File: config.mk
export PLATFORM = sky130hd
export DESIGN_NAME = swd_top
export DESIGN_NICKNAME = d
export VERILOG_FILES = /design/src/core/swd_pkg.sv /design/src/core/swd_top.sv
export SDC_FILE = /design/constraint.sdc
export NUM_CORES = 1
export LEC_CHECK = 0
export BUFFER_PORTS_ARGS = -buffer_cell sky130_fd_sc_hd__buf_2
export CORE_ASPECT_RATIO = 1.2
export CORE_UTILIZATION = 45
export DETAILED_ROUTE_END_ITERATION = 6
export HOLD_SLACK_MARGIN = 0.05
export PLACE_DENSITY = 0.78
export SLEW_MARGIN = 30
export SYNTH_ARGS = -nofsm -noshare
export SYNTH_HDL_FRONTEND = slang
export SYNTH_SLANG_ARGS = --single-unit
File: constraint.sdc
create_clock -name core_clk -period 6.45 [get_ports core_clk]
set_clock_uncertainty 0.1 [all_clocks]
set_input_delay 1.29 -clock core_clk [delete_from_list [all_inputs] [get_ports core_clk]]
set_output_delay 1.29 -clock core_clk [all_outputs]
set_load 0.02 [all_outputs]
File: src/core/swd_pkg.sv
// package: register map, fields, reset values and timing of the watchdog
package swd_pkg;

  // ----------------------------------------------------------------
  // register map (byte addresses on the plain register port)
  // ----------------------------------------------------------------
  localparam logic [31:0] SWD_OFF_COUNT = 32'h5000_3100;
  localparam logic [31:0] SWD_OFF_CTRL = 32'h5000_3102;
  localparam logic [31:0] SWD_OFF_FREEZE = 32'h5000_3104;
  localparam logic [31:0] SWD_OFF_UNFREEZE = 32'h5000_3106;
  localparam logic [31:0] SWD_OFF_IRQ_STAT = 32'h5000_3108;
  localparam logic [31:0] SWD_OFF_IRQ_MASK = 32'h5000_310A;

  // ----------------------------------------------------------------
  // field layout
  // ----------------------------------------------------------------
  localparam int SWD_KEY_LSB = 9;
  localparam int SWD_KEY_MSB = 15;
  localparam int SWD_SIGN_BIT = 8;
  localparam int SWD_MODE_BIT = 0;
  localparam int SWD_FRZ_BIT = 0;
  localparam int SWD_EV_NMI_BIT = 0;
  localparam int SWD_EV_RST_BIT = 1;

  // ----------------------------------------------------------------
  // values
  // ----------------------------------------------------------------
  localparam logic [8:0] SWD_COUNT_RESET = 9'h0FF;
  localparam logic [8:0] SWD_COUNT_RELOAD = 9'h0FF;
  localparam logic [8:0] SWD_COUNT_ZERO = 9'h000;
  localparam logic [8:0] SWD_COUNT_FIRE = 9'h1F0;
  localparam logic [6:0] SWD_KEY_OPEN = 7'h00;
  localparam logic [1:0] SWD_EV_RESET = 2'h0;
  localparam logic [15:0] SWD_DATA_ZERO = 16'h0000;

  // ----------------------------------------------------------------
  // timing: one tick every 10.24 ms on a 25 ns clock
  // ----------------------------------------------------------------
  localparam int SWD_TICK_PERIOD_NS = 10240000;
  localparam int SWD_CLK_PERIOD_NS = 25;
  localparam int SWD_TICK_CYCLES = SWD_TICK_PERIOD_NS / SWD_CLK_PERIOD_NS;

  // register port request carried as one bundle
  typedef struct packed {
    logic [31:0] addr;
    logic [15:0] wdata;
    logic wr;
    logic rd;
  } swd_bus_req_s;

endpackage : swd_pkg

File: src/core/swd_top.sv
// system watchdog: 9-bit signed down counter, nmi and system reset request
//
// Our own choice: the strobed register port.
`timescale 1ns/1ps

// Function
// - count writes are accepted only when key bits 15:9 are all zero
// - an accepted write loads bits 8:0, sign included, as the new count
// - reading the counter returns the live count, key bits read zero
// - count drops by one on every 10.24 ms tick
// - bit 8 is the sign, one means the count is negative
// - in interrupt-first mode the count wraps below zero to 1FF and keeps falling, nine-bit
// - interrupt-first mode raises an nmi when the count reaches zero
// - interrupt-first mode resets the system at 1F0 and reloads FF
// - reset-only mode resets at zero or below and reloads FF, no nmi
// - mode bit settable by software, cleared only by watchdog or sw reset
// - freeze is accepted only in interrupt-first mode; unfreeze clears the freeze in either mode
// - count is held while the processor is halted in debug
module swd_top import swd_pkg::*; #(
  parameter int TICK_CYCLES = SWD_TICK_CYCLES
) (
  input wire logic core_clk,
  input wire logic rst_n,
  input wire swd_bus_req_s bus_req,
  output logic [15:0] bus_rdata,
  input wire logic debug_halt,
  input wire logic sw_reset_req,
  output logic nmi_req,
  output logic wdog_rst_req,
  output logic irq
);

  localparam int TW = $clog2(TICK_CYCLES + 1);
  localparam logic [TW-1:0] TICK_LAST = TW'(TICK_CYCLES - 1);
  localparam logic [TW-1:0] TICK_ZERO = '0;

  // address decode used for every register
  function automatic logic reg_hit(input logic [31:0] a,
                                   input logic [31:0] off);
    reg_hit = (a == off);
  endfunction : reg_hit

  // ----------------------------------------------------------------
  // decode
  // ----------------------------------------------------------------
  logic wr_count;
  logic wr_ctrl;
  logic wr_freeze;
  logic wr_unfreeze;
  logic wr_stat;
  logic wr_mask;
  logic key_ok;

  // write strobes per register
  assign wr_count = bus_req.wr && reg_hit(bus_req.addr, SWD_OFF_COUNT);
  assign wr_ctrl = bus_req.wr && reg_hit(bus_req.addr, SWD_OFF_CTRL);
  assign wr_freeze = bus_req.wr && reg_hit(bus_req.addr, SWD_OFF_FREEZE);
  assign wr_unfreeze = bus_req.wr && reg_hit(bus_req.addr, SWD_OFF_UNFREEZE);
  assign wr_stat = bus_req.wr && reg_hit(bus_req.addr, SWD_OFF_IRQ_STAT);
  assign wr_mask = bus_req.wr && reg_hit(bus_req.addr, SWD_OFF_IRQ_MASK);
  // runaway code rarely writes an all-zero key
  assign key_ok =
    (bus_req.wdata[SWD_KEY_MSB:SWD_KEY_LSB] == SWD_KEY_OPEN);

  // ----------------------------------------------------------------
  // tick timebase
  // ----------------------------------------------------------------
  logic [TW-1:0] tick_cnt_reg;
  logic [TW-1:0] tick_cnt_next;
  logic tick;

  // free-running prescaler; freezing only gates the decrement
  always_comb begin
    tick = (tick_cnt_reg == TICK_LAST);
    tick_cnt_next = tick ? TICK_ZERO : tick_cnt_reg + TW'(1);
  end

  always_ff @(posedge core_clk or negedge rst_n) begin
    if (!rst_n) begin
      tick_cnt_reg <= '0;
    end else begin
      tick_cnt_reg <= tick_cnt_next;
    end
  end

  // ----------------------------------------------------------------
  // counter, mode and freeze
  // ----------------------------------------------------------------
  logic [8:0] count_reg;
  logic [8:0] count_next;
  logic mode_reg;
  logic mode_next;
  logic frozen_reg;
  logic frozen_next;
  logic was_zero_reg;
  logic was_zero_next;
  logic nmi_reg;
  logic nmi_next;
  logic rst_req_reg;
  logic rst_req_next;
  logic hold;
  logic fire;
  logic negative;

  always_comb begin
    negative = count_reg[SWD_SIGN_BIT];
    // reset-only mode cannot be frozen by software
    hold = debug_halt || (frozen_reg && !mode_reg);
    if (mode_reg) begin
      fire = (count_reg == SWD_COUNT_ZERO) || negative;
    end else begin
      fire = (count_reg == SWD_COUNT_FIRE);
    end
    count_next = count_reg;
    if (fire || sw_reset_req) begin
      count_next = SWD_COUNT_RELOAD;
    end else if (wr_count && key_ok) begin
      count_next = bus_req.wdata[SWD_SIGN_BIT:0];
    end else if (tick && !hold) begin
      // nine-bit wrap: 000 goes to 1FF
      count_next = count_reg - 9'h001;
    end
    // set-only from software, cleared by a system reset
    mode_next = mode_reg;
    if (fire || sw_reset_req) begin
      mode_next = 1'b0;
    end else if (wr_ctrl && bus_req.wdata[SWD_MODE_BIT]) begin
      mode_next = 1'b1;
    end
    frozen_next = frozen_reg;
    if (fire || sw_reset_req) begin
      frozen_next = 1'b0;
    end else if (wr_freeze && bus_req.wdata[SWD_FRZ_BIT] && !mode_reg) begin
      frozen_next = 1'b1;
    end else if (wr_unfreeze && bus_req.wdata[SWD_FRZ_BIT]) begin
      frozen_next = 1'b0;
    end
    // nmi once per arrival at zero, not every cycle spent there
    was_zero_next = (count_reg == SWD_COUNT_ZERO);
    nmi_next = !mode_reg && (count_reg == SWD_COUNT_ZERO)
               && !was_zero_reg;
    rst_req_next = fire;
  end

  always_ff @(posedge core_clk or negedge rst_n) begin
    if (!rst_n) begin
      count_reg <= SWD_COUNT_RESET;
      mode_reg <= 1'b0;
      frozen_reg <= 1'b0;
      was_zero_reg <= 1'b0;
      nmi_reg <= 1'b0;
      rst_req_reg <= 1'b0;
    end else begin
      count_reg <= count_next;
      mode_reg <= mode_next;
      frozen_reg <= frozen_next;
      was_zero_reg <= was_zero_next;
      nmi_reg <= nmi_next;
      rst_req_reg <= rst_req_next;
    end
  end

  assign nmi_req = nmi_reg;
  assign wdog_rst_req = rst_req_reg;

  // ----------------------------------------------------------------
  // event status and mask
  // ----------------------------------------------------------------
  logic [1:0] stat_reg;
  logic [1:0] stat_next;
  logic [1:0] mask_reg;
  logic [1:0] mask_next;
  logic [1:0] ev_set;

  // set beats a write-one clear in the same cycle
  always_comb begin
    ev_set = SWD_EV_RESET;
    ev_set[SWD_EV_NMI_BIT] = nmi_next;
    ev_set[SWD_EV_RST_BIT] = rst_req_next;
    stat_next = stat_reg;
    if (wr_stat) begin
      stat_next = stat_reg & ~bus_req.wdata[1:0];
    end
    stat_next = stat_next | ev_set;
    mask_next = wr_mask ? bus_req.wdata[1:0] : mask_reg;
  end

  always_ff @(posedge core_clk or negedge rst_n) begin
    if (!rst_n) begin
      stat_reg <= SWD_EV_RESET;
      mask_reg <= SWD_EV_RESET;
    end else begin
      stat_reg <= stat_next;
      mask_reg <= mask_next;
    end
  end

  assign irq = |(stat_reg & mask_reg);

  // ----------------------------------------------------------------
  // read port: data stands only in the cycle after the strobe
  // ----------------------------------------------------------------
  logic [15:0] rdata_reg;
  logic [15:0] rdata_next;

  always_comb begin
    rdata_next = SWD_DATA_ZERO;
    if (bus_req.rd) begin
      if (reg_hit(bus_req.addr, SWD_OFF_COUNT)) begin
        rdata_next = {7'h00, count_reg};
      end else if (reg_hit(bus_req.addr, SWD_OFF_CTRL)) begin
        rdata_next = {15'h0000, mode_reg};
      end else if (reg_hit(bus_req.addr, SWD_OFF_FREEZE)) begin
        rdata_next = {15'h0000, frozen_reg};
      end else if (reg_hit(bus_req.addr, SWD_OFF_IRQ_STAT)) begin
        rdata_next = {14'h0000, stat_reg};
      end else if (reg_hit(bus_req.addr, SWD_OFF_IRQ_MASK)) begin
        rdata_next = {14'h0000, mask_reg};
      end else begin
        rdata_next = SWD_DATA_ZERO;
      end
    end
  end

  always_ff @(posedge core_clk or negedge rst_n) begin
    if (!rst_n) begin
      rdata_reg <= SWD_DATA_ZERO;
    end else begin
      rdata_reg <= rdata_next;
    end
  end

  assign bus_rdata = rdata_reg;
endmodule : swd_top

**Word level (Yosys, flattened, before mapping)**

Cells that the tools add are included.
Widths: inputs -> output; s select.

- Register bits after elaboration: 53
- Input port bits: 54
- Output and inout bits: 19
- Logic and storage cells: 68

- Add/subtract/negate cells: 2
- Equality and inequality tests: 8
- Multiplexer cells: 17
- Bitwise gates (word level): 4
- Reduce and logical (&&, ||, !) cells: 27

Operators by type and width:

| kind | count |
|---|---|
| $eq 32x31->1 const B | 6 |
| $mux 9 | 4 |
| $add 19x1->19 const B | 1 |
| $eq 19x19->1 const B | 1 |
| $mux 19 | 1 |
| $mux 16 | 1 |
| $logic_and 1x1->1 | 15 |
| $mux 2 | 5 |
| $eq 9x9->1 const B | 1 |
| $logic_not 9->1 | 1 |
| $sub 9x1->9 const B | 1 |
| $logic_not 7->1 | 1 |
| $mux 1 | 6 |
| $reduce_bool 3->1 | 2 |
| $and 2x2->2 | 2 |
| $logic_not 1->1 | 3 |
| $logic_or 1x1->1 | 3 |
| $not 2->2 | 1 |
| $or 2x2->2 | 1 |
| $reduce_bool 2->1 | 1 |
| $reduce_or 2->1 | 1 |

**Longest topological paths before layout**

- Depth in word-level cells: 8
- Gate-level depth with buffers: 7
- Gate-level depth less buffers: 7

**Least setup slack after synthesis**

OpenSTA, ideal clock, no wires.

- Path type: input to register
- From: in bus_req[23] in the netlist's numbering
- To: reg mask_reg[0]
- Setup time: 125 ps
- Arrival time: 2767 ps
- Data required time: 6225 ps
- Setup slack: 3458 ps
- Stages: 5
- Buffers on the path: 0
- Cells stage by stage: nor4_1 nand2_1 nor4_1 nand3_1 mux2_2

- Word-level cells in the longest chain between the ends: 2

RTL lines:

| what | line | source |
|---|---|---|
| start, declared | swd_top.sv:24 | `input wire swd_bus_req_s bus_req,` |
| $eq 32x31->1 | swd_top.sv:40 | `reg_hit = (a == off);` |
| $logic_and 1x1->1 | swd_top.sv:60 | `assign wr_mask = bus_req.wr && reg_hit(bus_req.addr, SWD_OFF_IRQ_MASK);` |
| end signal, assigned | swd_top.sv:194 | `mask_reg <= mask_next;` |
| end, declared | swd_top.sv:171 | `logic [1:0] mask_reg;` |

No other way between the ends.
A chain may end at the register's enable or synchronous reset.

**Final worst setup path**

- From: in bus_req[18] in the netlist's numbering
- To: reg mask_reg[1]

The elaborated chain is that of the path after synthesis.

==> impl_results.md <==
- Cell type contributing the most total cell area after synthesis: sky130_fd_sc_hd__dfrtp_1
- Final setup viols: 0
- Vias per cell: between 5 and 6
- Initial Util: 0.468
- HPWL after detailed placement: 4020 µm
- Cell with the most instances after synthesis: sky130_fd_sc_hd__dfrtp_1
- Number of fill cells in the layout: 463
- Highest clock frequency the design can meet: 0.307 GHz
- Relative slew slack: 0.382
- Global-route wire length before repair: 8760 µm
- Max stage delay on crit path: 0.72 ns
- DIE WIDTH: between 60 and 70 µm
- Global Route met3 Usage: 0.0364
- Critical Path AT: 3.34 ns
- Top fanout value on the critical path: 6
- Full die area: approximately 0.0058 mm²
- Cell area power density: approximately 180 mW/mm²
- Pin count of the biggest net entering global routing: 47
- Gpl congestion: 0.820
- H-tree depth: 2
- Predominant post-synthesis flop cell: sky130_fd_sc_hd__dfrtp_1
- Sum of routed wire length over all layers: 5140 µm
- DRC marker count from the first detailed-route iteration: just under 100
- Top cells by area, synth: sky130_fd_sc_hd__dfrtp_1 (39%), sky130_fd_sc_hd__dfstp_2 (8.5%), sky130_fd_sc_hd__nor4_1 (3.6%)
- RSZ-0062 raised after global routing: no
- Diode count: 0
- Number of flip-flops in the largest register: 19
- Slew at the pin closest to its max-slew limit: approximately 0.9 ns
- Area share of the largest cell type after synthesis: 0.387
- Clock input transition at the sequential cells of the worst setup and hold paths: 0.08 ns
- Outcome: completed
- Gates resized, CTS repair: 0
- Number of buffers created by CTS: 5
- Overall routing resource usage: 0.189
- Post-layout util: 0.558
- Hold Path Origin: was_zero_reg
- DR DRC count: 0
- Core footprint: approximately 0.0053 mm²
- CTS sink count: 46
- Critical path capture point type: flop
- Period utilization: 0.506
- Cell count of the worst reg-to-reg path: 6
- R2r endpoint: count_reg[1]
- Synth-to-layout area growth: 19.3%
- Antenna violations before repair: 0
- Leakage power: 1.35 nW
- Cell area after technology mapping: 0.00246 mm²
- Number of global-route vias before repair: between 1,500 and 2,000
- Yosys Warn Count: 0
- Cell with the largest stage delay on the worst path: sky130_fd_sc_hd__nor4_1
- CP startpoint kind: primary input
- Data required time of the critical path: 6.53 ns
- Crit path cell chain: buf_2, nor4b_1, nand4b_1, nor4_1, nand3_1, mux2_2
- Syn_area_per_cell: 9.84 µm²
- EDFF count, synth: 0
- Ports placed on the boundary: 73
- Worst min-delay path class: reg2reg
- Clock tree root driver cell: sky130_fd_sc_hd__clkbuf_8
- FF+latch count, synth: 46
- Maximum Capacitance Violations: 0
- Max Buffers Root-to-Sink: 2
- Total count of hold-check failures in the final report: 0
- Met1 track demand over resource in global routing: 0.233
- Clock latency on the worst-skew pair: 0.30 ns
- Final critical delay including setup and external delays: 3.26 ns
- Router iterations before antenna repair: 4
- Summed negative setup slack over all endpoints: 0 ns
- Vias post-DR: ~2,100
- Die Height: 83.0 µm
- Global-route layer with the greatest usage: met2
- # nets final: 372
- Met2 Use GR: 0.328
- Post-CTS Setup Repair Bufs: 0
- Sequential element share of the synthesized area: 0.472
- WS Path Type: in2reg
- Synthesized instance count: 250
- Residual antenna-violating net count after detailed routing: 0
- Post-CTS Hold Buffers: 0
- Slack of the worst reg-to-reg path: ~4.0 ns
- Hold Path Cell Cnt: 1
- Clock tree from TritonCTS: yes
- Floorplan row count: 29
- Post-synth ARST share: 1.00
- Ranking of synthesized cells by instance count: sky130_fd_sc_hd__dfrtp_1 (38), sky130_fd_sc_hd__nor2_1 (20), sky130_fd_sc_hd__nand3_1 (17), sky130_fd_sc_hd__nor4_1 (14), sky130_fd_sc_hd__nand2_1 (13)
- Count of buffers inserted at the top-level ports: 65
- Endpoint of the worst hold path: nmi_req
- Average routed wire per standard cell: ~14 µm
- Grt ovf: 0
- Worst ir drop on vdd: 0.0720 mV
- Final Slew Violations: 0
- Launching point of the worst reg2reg path: tick_cnt_reg[0]
- Fraction of final layout cells with drive strength greater than 1: 0.290
- Number of unique standard cell types used by synthesis: 48
-- critical path: cells and delay by family --
kind	cells	cell delay, ns
simple gates	4	1.63
buf+inv	1	0.10
mux	1	0.31
-- final cells by class --
class,count,area [µm²],share of cell area
clock buffer,7,76.3,0.0260
multi-input combinational,188,1220,0.417
clock inverter,1,30.0,0.0102
inverter,10,37.5,0.0128
timing repair buffer,65,328,0.112
sequential,46,1160,0.396
tap,62,77.6,0.0264
-- per-stage QoR --
stage	area (µm²)	worst slack (ns)	hold WS, ns	std cells	power (W)
2_1_floorplan	2480	3.46	0.296	256	0.000308
3_3_place_gp	2820	2.73	0.348	371	0.000329
3_5_place_dp	2830	2.85	0.350	371	0.000330
4_1_cts	2930	3.15	0.361	379	0.000536
5_1_grt	2930	2.99	0.372	379	0.000553
6_report	2930	3.19	0.357	379	0.000530
-- logic make-up after synthesis --
family | after synthesis | synth area share
buffers and inverters | 22 | 0.0458
AO/OA/AOI/OAI | 35 | 0.0997
multiplexers | 5 | 0.0219
XOR/XNOR | 18 | 0.0641
adder cells (fa/ha/maj) | 2 | 0.0102
AND/OR/NAND/NOR | 121 | 0.285
other | 1 | 0.00152
flip-flops | 46 | 0.472
-- cell usage in the layout (no fill, tap or decap), types with 3 or more instances in the layout --
cell / synthesis / layout
sky130_fd_sc_hd__buf_2: 0 / 64
sky130_fd_sc_hd__dfrtp_1: 38 / 38
sky130_fd_sc_hd__nor2_1: 20 / 20
sky130_fd_sc_hd__nand3_1: 17 / 17
sky130_fd_sc_hd__nor4_1: 14 / 13
sky130_fd_sc_hd__nand2_1: 13 / 13
sky130_fd_sc_hd__inv_1: 10 / 10
sky130_fd_sc_hd__nand4_1: 9 / 9
sky130_fd_sc_hd__xor2_1: 9 / 9
sky130_fd_sc_hd__xnor2_1: 9 / 9
sky130_fd_sc_hd__and2_1: 8 / 8
sky130_fd_sc_hd__dfstp_2: 8 / 8
sky130_fd_sc_hd__nor3_1: 7 / 7
sky130_fd_sc_hd__nor2b_1: 7 / 7
sky130_fd_sc_hd__conb_1: 1 / 7
sky130_fd_sc_hd__o21ai_0: 6 / 6
sky130_fd_sc_hd__a21oi_1: 5 / 5
sky130_fd_sc_hd__nor4b_1: 5 / 5
sky130_fd_sc_hd__nand4b_1: 5 / 5
sky130_fd_sc_hd__clkbuf_8: 0 / 5
sky130_fd_sc_hd__a31oi_1: 4 / 4
sky130_fd_sc_hd__a211oi_1: 4 / 4
sky130_fd_sc_hd__nor3b_1: 3 / 3
sky130_fd_sc_hd__a21o_1: 3 / 3
sky130_fd_sc_hd__and3_1: 3 / 3
sky130_fd_sc_hd__mux2_2: 3 / 3
-- report_power, final --
group | internal, W | total [W] | switching [W]
sequential | 0.000288 | 0.000288 | 0.0000000000000738
clock | 0.000116 | 0.000207 | 0.0000906
combinational | 0.0000149 | 0.0000353 | 0.0000203
-- worst max-delay path by stage --
stage / start / to / cells past startpoint
CTS: bus_req[18] / mask_reg[1] / 6
floorplan: bus_req[23] / mask_reg[0] / 5
global placement: bus_req[18] / count_reg[4] / 6
global route: bus_req[23] / mask_reg[1] / 6
detailed placement: bus_req[18] / mask_reg[1] / 6
finish: bus_req[18] / mask_reg[1] / 6
-- metal layers --
metal / wire length (µm) / share of wire
met1: 2200 / 0.43
met2: 2570 / 0.50
met3: 268 / 0.052
met4: 93 / 0.018
met5: 0 / 0
Power figures use the tool's default switching activity.
